<file path="config.mk">
export PLATFORM = sky130hd
export DESIGN_NAME = factory_info_bank
export DESIGN_NICKNAME = d
export VERILOG_FILES = /design/src/factory_info_pkg.sv /design/src/factory_info_bank.sv
export SDC_FILE = /design/constraint.sdc
export NUM_CORES = 1
export LEC_CHECK = 0
export BUFFER_PORTS_ARGS = -buffer_cell sky130_fd_sc_hd__buf_2
export CORE_MARGIN = 5
export CORE_UTILIZATION = 30
export CTS_CLUSTER_SIZE = 12
export DETAILED_ROUTE_END_ITERATION = 10
export PLACE_DENSITY = 0.85
export SYNTH_ARGS = -nofsm -noshare
export SYNTH_HDL_FRONTEND = slang
export SYNTH_SLANG_ARGS = --single-unit
</file>
<file path="constraint.sdc">
create_clock -name pclk -period 2.7 [get_ports pclk]
set_input_delay 0.54 -clock pclk [delete_from_list [all_inputs] [get_ports pclk]]
set_output_delay 0.54 -clock pclk [all_outputs]
set_load 0.02 [all_outputs]
</file>
<file path="src/factory_info_pkg.sv">
// Constants, layouts and carrier types of the factory information bank
package factory_info_pkg;

  // ----------------------------------------------------------------
  // Bus geometry
  // ----------------------------------------------------------------
  localparam int ADDR_W = 12;
  localparam int DATA_W = 32;

  // ----------------------------------------------------------------
  // Word offsets
  // ----------------------------------------------------------------
  localparam logic [ADDR_W-1:0] OFS_CONFIG_IDENTIFIER = 12'h200;
  localparam logic [ADDR_W-1:0] OFS_UNIQUE_ID_WORD = 12'h204;
  localparam logic [ADDR_W-1:0] OFS_UNIQUE_ID_STEP = 12'h004;
  localparam logic [ADDR_W-1:0] OFS_PART_CODE = 12'h20C;
  localparam logic [ADDR_W-1:0] OFS_PART_VARIANT = 12'h210;
  localparam logic [ADDR_W-1:0] OFS_PACKAGE_OPTION = 12'h214;
  localparam logic [ADDR_W-1:0] OFS_RAM_VARIANT = 12'h218;
  localparam logic [ADDR_W-1:0] OFS_FLASH_VARIANT = 12'h21C;
  localparam logic [ADDR_W-1:0] OFS_CODE_PAGE_SIZE = 12'h220;
  localparam logic [ADDR_W-1:0] OFS_CODE_MEMORY_SIZE = 12'h224;
  localparam logic [ADDR_W-1:0] OFS_DEVICE_TYPE = 12'h228;
  localparam logic [ADDR_W-1:0] OFS_TRIM_TARGET_ADDRESS = 12'h300;
  localparam logic [ADDR_W-1:0] OFS_TRIM_VALUE = 12'h304;
  localparam logic [ADDR_W-1:0] OFS_TAG_HEADER_WORD0 = 12'h450;
  localparam logic [ADDR_W-1:0] OFS_TAG_HEADER_WORD1 = 12'h454;
  localparam logic [ADDR_W-1:0] OFS_TAG_HEADER_WORD2 = 12'h458;
  localparam logic [ADDR_W-1:0] OFS_TAG_HEADER_WORD3 = 12'h45C;
  localparam logic [ADDR_W-1:0] OFS_ENTROPY_BYTE_COUNT = 12'hC00;
  localparam logic [ADDR_W-1:0] OFS_REPETITION_CUTOFF = 12'hC04;
  localparam logic [ADDR_W-1:0] OFS_PROPORTION_CUTOFF = 12'hC08;
  localparam logic [ADDR_W-1:0] OFS_STARTUP_TEST_BYTES = 12'hC0C;
  localparam logic [ADDR_W-1:0] OFS_RING_OSC1_SAMPLES = 12'hC10;
  localparam logic [ADDR_W-1:0] OFS_RING_OSC2_SAMPLES = 12'hC14;
  localparam logic [ADDR_W-1:0] OFS_RING_OSC3_SAMPLES = 12'hC18;
  localparam logic [ADDR_W-1:0] OFS_RING_OSC4_SAMPLES = 12'hC1C;
  localparam logic [ADDR_W-1:0] OFS_CRYSTAL_CAP_TRIM = 12'hC20;

  // ----------------------------------------------------------------
  // Trim pair region: even word is target address, odd word is value
  // ----------------------------------------------------------------
  localparam int TRIM_PAIRS = 32;
  localparam int TRIM_WORDS = 2 * TRIM_PAIRS;
  localparam logic [3:0] TRIM_PAGE = 4'h3;

  // ----------------------------------------------------------------
  // Slot numbers inside the fixed information image
  // ----------------------------------------------------------------
  localparam int SLOT_CONFIG = 0;
  localparam int SLOT_UID_LOW = 1;
  localparam int SLOT_UID_HIGH = 2;
  localparam int SLOT_PART_CODE = 3;
  localparam int SLOT_VARIANT = 4;
  localparam int SLOT_PACKAGE = 5;
  localparam int SLOT_RAM = 6;
  localparam int SLOT_FLASH = 7;
  localparam int SLOT_PAGE_SIZE = 8;
  localparam int SLOT_CODE_SIZE = 9;
  localparam int SLOT_DEVICE_TYPE = 10;
  localparam int SLOT_TAG0 = 11;
  localparam int SLOT_TAG1 = 12;
  localparam int SLOT_TAG2 = 13;
  localparam int SLOT_TAG3 = 14;
  localparam int SLOT_RNG_BYTES = 15;
  localparam int SLOT_RNG_RCUT = 16;
  localparam int SLOT_RNG_APCUT = 17;
  localparam int SLOT_RNG_STARTUP = 18;
  localparam int SLOT_RING_OSC1 = 19;
  localparam int SLOT_RING_OSC2 = 20;
  localparam int SLOT_RING_OSC3 = 21;
  localparam int SLOT_RING_OSC4 = 22;
  localparam int SLOT_XTAL_TRIM = 23;
  localparam int NUM_SLOTS = 24;

  // ----------------------------------------------------------------
  // Values and types
  // ----------------------------------------------------------------
  localparam logic [DATA_W-1:0] WORD_ERASED = 32'hFFFF_FFFF;
  localparam logic [DATA_W-1:0] WORD_ZERO = 32'h0000_0000;

  typedef logic [NUM_SLOTS-1:0][DATA_W-1:0] info_image_t;
  typedef logic [TRIM_WORDS-1:0][DATA_W-1:0] trim_image_t;

  localparam info_image_t INFO_BLANK = {NUM_SLOTS{WORD_ERASED}};
  localparam trim_image_t TRIM_BLANK = {TRIM_WORDS{WORD_ERASED}};

  // Result of one address lookup
  typedef struct packed {
    logic hit;
    logic [DATA_W-1:0] data;
  } bank_resp_t;

  // Bus handshake phases
  typedef enum logic [1:0] {
    ST_IDLE = 2'b01,
    ST_ACCESS = 2'b10
  } apb_state_t;

endpackage : factory_info_pkg

</file>
<file path="src/factory_info_bank.sv">
// APB slave presenting the read-only factory information bank
//
// What this block does
// - Contents are factory values that no software write or erase can change.
// - Only application-side accesses reach the bank; radio-core accesses are refused.
// - Configuration identifier word at 0x200 returns the hardware ident number.
// - 64-bit unique identifier spans two words at 0x204 plus n times 4.
// - Word zero holds the identifier's low half, word one the high half.
// - Word 0x210 encodes part variant, hardware version and production configuration.
// - Word 0x220 reports the program memory page size in bytes.
// - Trim pairs from 0x300/0x304 give target register address and its data.
// - Four tag-header words 0x450 to 0x45C supply the tag identifier's last bytes.
// - Word 0xC00 gives bytes the random generator collects for entropy.
// - Startup test bytes at 0xC0C, repetition and proportion cutoffs at 0xC04/0xC08.
// - Four ring-oscillator sample counts sit at 0xC10 through 0xC1C.
// - Word 0xC20 holds the crystal oscillator load-capacitor trim values.
//
// Decided for this implementation: the APB register port.
`timescale 1ns/10ps
`default_nettype none

module factory_info_bank
  import factory_info_pkg::*;
#(
  parameter info_image_t INFO_IMAGE = INFO_BLANK,
  parameter trim_image_t TRIM_IMAGE = TRIM_BLANK
)(
  input wire logic pclk,
  input wire logic presetn,
  input wire logic psel,
  input wire logic penable,
  input wire logic pwrite,
  input wire logic [factory_info_pkg::ADDR_W-1:0] paddr,
  input wire logic [factory_info_pkg::DATA_W-1:0] pwdata,
  input wire logic radio_core_access,
  output logic [factory_info_pkg::DATA_W-1:0] prdata,
  output logic pready,
  output logic pslverr
);
  import factory_info_pkg::*;

  // ----------------------------------------------------------------
  // Address lookup
  // ----------------------------------------------------------------
  // The image lives in parameters, so there is no storage element that
  // a write could ever reach; programming happens at build time only.
  function automatic bank_resp_t lookup(input logic [ADDR_W-1:0] a);
    bank_resp_t r;
    r.hit = 1'b1;
    r.data = WORD_ZERO;
    if (a[ADDR_W-1:8] == TRIM_PAGE)
    begin
      r.data = TRIM_IMAGE[a[7:2]];
    end
    else
    begin
      case (a)
        OFS_CONFIG_IDENTIFIER: r.data = INFO_IMAGE[SLOT_CONFIG];
        OFS_UNIQUE_ID_WORD: r.data = INFO_IMAGE[SLOT_UID_LOW];
        OFS_UNIQUE_ID_WORD + OFS_UNIQUE_ID_STEP: r.data = INFO_IMAGE[SLOT_UID_HIGH];
        OFS_PART_CODE: r.data = INFO_IMAGE[SLOT_PART_CODE];
        OFS_PART_VARIANT: r.data = INFO_IMAGE[SLOT_VARIANT];
        OFS_PACKAGE_OPTION: r.data = INFO_IMAGE[SLOT_PACKAGE];
        OFS_RAM_VARIANT: r.data = INFO_IMAGE[SLOT_RAM];
        OFS_FLASH_VARIANT: r.data = INFO_IMAGE[SLOT_FLASH];
        OFS_CODE_PAGE_SIZE: r.data = INFO_IMAGE[SLOT_PAGE_SIZE];
        OFS_CODE_MEMORY_SIZE: r.data = INFO_IMAGE[SLOT_CODE_SIZE];
        OFS_DEVICE_TYPE: r.data = INFO_IMAGE[SLOT_DEVICE_TYPE];
        OFS_TAG_HEADER_WORD0: r.data = INFO_IMAGE[SLOT_TAG0];
        OFS_TAG_HEADER_WORD1: r.data = INFO_IMAGE[SLOT_TAG1];
        OFS_TAG_HEADER_WORD2: r.data = INFO_IMAGE[SLOT_TAG2];
        OFS_TAG_HEADER_WORD3: r.data = INFO_IMAGE[SLOT_TAG3];
        OFS_ENTROPY_BYTE_COUNT: r.data = INFO_IMAGE[SLOT_RNG_BYTES];
        OFS_REPETITION_CUTOFF: r.data = INFO_IMAGE[SLOT_RNG_RCUT];
        OFS_PROPORTION_CUTOFF: r.data = INFO_IMAGE[SLOT_RNG_APCUT];
        OFS_STARTUP_TEST_BYTES: r.data = INFO_IMAGE[SLOT_RNG_STARTUP];
        OFS_RING_OSC1_SAMPLES: r.data = INFO_IMAGE[SLOT_RING_OSC1];
        OFS_RING_OSC2_SAMPLES: r.data = INFO_IMAGE[SLOT_RING_OSC2];
        OFS_RING_OSC3_SAMPLES: r.data = INFO_IMAGE[SLOT_RING_OSC3];
        OFS_RING_OSC4_SAMPLES: r.data = INFO_IMAGE[SLOT_RING_OSC4];
        OFS_CRYSTAL_CAP_TRIM: r.data = INFO_IMAGE[SLOT_XTAL_TRIM];
        default: r.hit = 1'b0;
      endcase
    end
    return r;
  endfunction : lookup

  // ----------------------------------------------------------------
  // Setup-phase decode
  // ----------------------------------------------------------------
  logic setup_phase;
  bank_resp_t resp;
  logic blocked;
  logic [DATA_W-1:0] rdata_next;
  logic err_next;

  assign setup_phase = psel & ~penable;
  assign resp = lookup(paddr);
  assign blocked = radio_core_access;

  always_comb
  begin
    rdata_next = WORD_ZERO;
    err_next = 1'b0;
    if (blocked)
    begin
      err_next = 1'b1;
    end
    else if (!resp.hit)
    begin
      err_next = 1'b1;
    end
    else if (!pwrite)
    begin
      rdata_next = resp.data;
    end
    // Writes to mapped words fall through: no data, no error
  end

  // ----------------------------------------------------------------
  // Handshake state
  // ----------------------------------------------------------------
  apb_state_t state_reg;
  apb_state_t state_next;

  always_comb
  begin
    case (state_reg)
      ST_IDLE: state_next = setup_phase ? ST_ACCESS : ST_IDLE;
      ST_ACCESS: state_next = (psel & penable) ? ST_IDLE : ST_ACCESS;
      default: state_next = ST_IDLE;
    endcase
  end

  always_ff @(posedge pclk or negedge presetn)
  begin
    if (!presetn)
    begin
      state_reg <= ST_IDLE;
    end
    else
    begin
      state_reg <= state_next;
    end
  end

  // ----------------------------------------------------------------
  // Answer registers
  // ----------------------------------------------------------------
  // Captured at the setup edge so the read data comes from flops and
  // the slave can answer in the first access cycle without a wait.
  logic [DATA_W-1:0] rdata_reg;
  logic err_reg;

  always_ff @(posedge pclk or negedge presetn)
  begin
    if (!presetn)
    begin
      rdata_reg <= WORD_ZERO;
    end
    else if (setup_phase)
    begin
      rdata_reg <= rdata_next;
    end
  end

  always_ff @(posedge pclk or negedge presetn)
  begin
    if (!presetn)
    begin
      err_reg <= 1'b0;
    end
    else if (setup_phase)
    begin
      err_reg <= err_next;
    end
  end

  assign prdata = rdata_reg;
  assign pready = psel & penable & (state_reg == ST_ACCESS);
  assign pslverr = pready & err_reg;
endmodule : factory_info_bank

`default_nettype wire

</file>
* Word level (Yosys, flattened, before mapping)
Memory sizes are Yosys's and may differ from the RTL's.
Cells that the tools add are included.
** Storage, ports and cells
- Output and inout bits :: 34
- RAM bits :: 0
- Memories kept :: 1
- Memory bits (read-only) :: 2048
- Logic and storage cells :: 51
- Latch bits :: 0
- Register bits after elaboration :: 35
** Operators by class
- Div/mod/pow operators :: 0
- Mux-type cells :: 13
- Multiply operators :: 0
- Eq/ne operators :: 27
- Reduce and logical (&&, ||, !) cells :: 1
- Add/sub/neg operators :: 0
- Magnitude comparators :: 1
- Bitwise gates (word level) :: 5
- Shifts and indexed selects :: 0
** Memories
- (name not given) :: words 64, width 32, rd ports 1, clocked after memory_dff 0, wr ports 0, line factory_info_bank.sv:53 : r.data = TRIM_IMAGE[a[7:2]];
** Operator list (count)
- $mux 32 :: 6
- $eq 12x10->1 const B :: 11
- $eq 12x12->1 const B :: 9
- $eq 12x11->1 const B :: 4
- $reduce_or 24->1 :: 1
- $lt 6x7->1 const B :: 1
- $and 1x1->1 :: 4
- $eq 4x2->1 const B :: 1
- $mux 1 :: 4
- $mux 2 :: 2
- $pmux 2 s2 :: 1
- $eq 2x1->1 const B :: 1
- $eq 2x2->1 const B :: 1
- $not 1->1 :: 1

* Longest topological paths before layout
- Depth after elaboration :: 7
- Mapped depth :: 4
- Gate-level depth less buffers :: 4

* Worst setup path after synthesis
OpenSTA, ideal clock, no wires.
- Kind :: reg2out
- Start :: reg state_reg[0]
- End :: out pslverr
- Stages on the path, launching flop included :: 5
- Required time :: 2.160 ns
- Arrival time :: 1.245 ns
- Slack :: 0.915 ns
- Cell sequence :: dfstp_2 inv_1 ha_1 and3_1 and2_1
** On the way
- Word-level cells in the longest chain between the ends :: 3
** Ends and longest elaborated chain
- start: declaration :: line factory_info_bank.sv:123 : apb_state_t state_reg;
- start signal: assignment :: line factory_info_bank.sv:143 : state_reg <= state_next;
- $eq 2x2->1 :: line factory_info_bank.sv:180 : assign pready = psel & penable & (state_reg == ST_ACCESS);
- $and 1x1->1 :: line factory_info_bank.sv:180
- net pready :: line factory_info_bank.sv:37 : output logic pready,
- $and 1x1->1 :: line factory_info_bank.sv:181 : assign pslverr = pready & err_reg;
- end: declaration :: line factory_info_bank.sv:38 : output logic pslverr
The timed path passes the listed nets, and every way through them passes these cells.

* Worst setup path in the final report
- Start :: reg state_reg[0]
- End :: out pslverr
** On the way
- Word-level cells in the longest chain between the ends :: 3
** Ends and longest elaborated chain (line)
- $eq 2x2->1 :: factory_info_bank.sv:180
- $and 1x1->1 :: factory_info_bank.sv:180
- $and 1x1->1 :: factory_info_bank.sv:181
No other way between the ends.

==> impl_metrics.env <==
export IMPL_run_status="completed"
export IMPL_total_power_mw=0.281
export IMPL_max_stage_delay_ns=0.52
export IMPL_chip_height_um=51.8
export IMPL_syn_mean_instance_area_um2=8.19
export IMPL_final_max_slew_viol_count=0
export IMPL_vias_in_the_first_global_route=433
export IMPL_vias=463
export IMPL_vdd_drop_max_mv=0.192
export IMPL_timing_reg2reg_setup_slack_ns=1.51
export IMPL_cap_violations=0
export IMPL_detail_route_antenna_nets=0
export IMPL_layout_nets=141
export IMPL_tritoncts_clock_tree="yes"
export IMPL_clk_pin_slew_worst_paths_ns=0.04
export IMPL_chipWidth_um=51.8
export IMPL_hold_violations=0
export IMPL_drive_above_1_share_pct=64.8
export IMPL_worst_setup_path_end_kind="output pin"
export IMPL_numPortBuffers=51
export IMPL_cts_root_to_sink_buffers=2
export IMPL_cts_setup_buffers=0
export IMPL_rsz_0062_raised_after_global_routing="no"
export IMPL_pwr_density_cell_mw_per_mm2=473
export IMPL_setup_worst_path_start_class="register"
export IMPL_core_area_mm2=0.00169
export IMPL_async_flop_share_pct=100
export IMPL_clock_latency_ns=0.23
export IMPL_vias_per_cell=4.41
export IMPL_flip_flop_and_latch_count_after_synthesis=4
export IMPL_critical_path_slowest_cell="sky130_fd_sc_hd__dfstp_2"
export IMPL_rows=15
export IMPL_layout_worst_path_cycle_share_pct=74.8
export IMPL_synth_most_common_cell="sky130_fd_sc_hd__buf_4"
export IMPL_synthDominantCellAreaShare_pct=44.4
export IMPL_netlist_top_cells_area="sky130_fd_sc_hd__buf_4, sky130_fd_sc_hd__dfrtp_1, sky130_fd_sc_hd__a21oi_1"
export IMPL_yosys_top_cells_count="sky130_fd_sc_hd__buf_4, sky130_fd_sc_hd__a21oi_1, sky130_fd_sc_hd__inv_1, sky130_fd_sc_hd__dfrtp_1"
export IMPL_layout_cell_area_non_filler_um2=594
export IMPL_syn_inst=64
export IMPL_setup_violations_final=0
export IMPL_antennaDiodeCount=0
export IMPL_iteration_0_drc_count_of_the_detailed_router=4
export IMPL_synthesized_area_um2=524
export IMPL_starting_density_of_the_core_pct=31.0
export IMPL_detail_route_wl_per_cell_um=10.5
export IMPL_drc=0
export IMPL_cts_made_buffers=3
export IMPL_overflow=0
export IMPL_post_cts_hold_buffer_count=0
export IMPL_route_final_wire_length_mm=1.10
export IMPL_synth_net_count=116
export IMPL_postSynth_topFlopCell="sky130_fd_sc_hd__dfrtp_1"
export IMPL_highest_fanout_seen_on_the_critical_path=3
export IMPL_crit_reg2reg_launch="state_reg[0]"
export IMPL_synth_warnings=0
export IMPL_post_dp_cell_area_um2=568
export IMPL_crit_arrival_ns=1.48
export IMPL_floorplan_die_area_mm2=0.00268
export IMPL_synth_edf_count=0
export IMPL_rr_worst_depth=3
export IMPL_reg2reg_to="state_reg[1]"
export IMPL_post_synth_num_cell_types=21
export IMPL_clock_sink_count=4
export IMPL_pin_count_of_the_biggest_net_entering_global_routing=34
export IMPL_hold_class="in -> async"
export IMPL_seq_area_frac_synth_pct=19.3
export IMPL_setup_worst_path_class="reg -> out"
export IMPL_critPathRequiredTime_ns=2.16
export IMPL_io_pin_count=84
export IMPL_final_min_period_ns=2.02
export IMPL_power_leakage_nw=0.392
export IMPL_drt_pass1_iter_count=2
export IMPL_grt_usage_pct=8.48
export IMPL_largest_register_ffs=2
export IMPL_cts_max_level=1
export IMPL_wire_length_of_the_first_global_routing_pass_mm=1.64
export IMPL_gpl_final_weighted_congestion=0.742
export IMPL_fillCellCount=181
export IMPL_max_slew_margin_pct=57.5
export IMPL_fin_tns_setup_ns=0
export IMPL_areaGrowthSynthToFinish_pct=13.4
export IMPL_number_of_antenna_violations_at_the_first_check_in_global_routing=0
export IMPL_cts_resized_gates=0
export IMPL_worst_hold_slack_ns=0.0983
export IMPL_timing_clock_skew_ns=0.00476
export IMPL_synthDominantAreaCellType="sky130_fd_sc_hd__buf_4"
export IMPL_clockRootBuffer="sky130_fd_sc_hd__clkbuf_4"
export IMPL_worst_slew_pin_transition_ns=0.638
export IMPL_max_freq_ghz=0.495
export IMPL_crit_path_cell_trace="inv_1 > ha_1 > and3_1 > and2_1 > buf_2"
worst max path at each step:
stage	start	to	cells past startpoint
2_1_floorplan	state_reg[0]	pslverr	4
3_3_place_gp	state_reg[0]	pslverr	5
3_5_place_dp	state_reg[0]	pslverr	5
4_1_cts	state_reg[0]	pslverr	5
5_1_grt	state_reg[0]	pslverr	5
6_report	state_reg[0]	pslverr	5
layer usage:
layer | GRT usage, % | routed length (um) | vias to the layer above
met5 | 0 | 0 | -
met4 | 6.55 | 0 | 0
met3 | 3.44 | 200 | 0
met2 | 14.8 | 490 | 39
met1 | 7.71 | 412 | 192
li1 | - | - | 232
kinds of logic (layout without fill, tap and decap cells):
kind of cell | Yosys count | count (layout) | share of synthesized area [%]
flip-flops | 4 | 4 | 19.3
AO/OA/AOI/OAI | 12 | 12 | 14.6
buffers and inverters | 35 | 59 | 47.3
adder cells (fa/ha/maj) | 2 | 2 | 4.77
AND/OR/NAND/NOR | 11 | 11 | 14.1
through the flow:
stage / util (%) / instances / worst slack, ns
after floorplan: - / 64 / 0.915
after global placement: 33.6 / 101 / 0.939
after detailed placement: 33.6 / 101 / 0.918
after CTS: 35.2 / 105 / 0.660
after global routing: 35.2 / 105 / 0.599
final: 35.2 / 105 / 0.680
where the power goes:
part           leakage [nW]  switching (mW)  internal [mW]
Sequential           0.0468         0.00994         0.0810
Clock                0.0150          0.0247         0.0555
Combinational         0.330          0.0595         0.0505
Total                 0.392          0.0941          0.187
placed cells by master (no fill, tap or decap), types with 2 or more instances in the layout:
master / netlist / routed
sky130_fd_sc_hd__dfrtp_1: 3 / 3
sky130_fd_sc_hd__nor3b_1: 2 / 2
sky130_fd_sc_hd__ha_1: 2 / 2
sky130_fd_sc_hd__nor2_1: 2 / 2
sky130_fd_sc_hd__buf_2: 0 / 51
sky130_fd_sc_hd__clkbuf_4: 0 / 3
sky130_fd_sc_hd__a21oi_1: 6 / 6
sky130_fd_sc_hd__inv_1: 4 / 4
final cells by class:
cell class                 instances  area [um^2]  area share [%]
inverter                           4         15.0            2.53
multi-input combinational         25          175            29.5
tap                               17         21.3            3.58
clock buffer                       4         26.3            4.42
sequential                         4          101            17.1
timing repair buffer              51          255            42.9
worst max-delay path: cells and delay by family, from the launching register on:
kind / cells / cell delay (ns)
flip-flops: 1 / 0.52
AND/OR/NAND/NOR: 2 / 0.33
adder cells (fa/ha/maj): 1 / 0.21
buffers and inverters: 2 / 0.19
No activity file was read; power rests on OpenSTA's default activity.
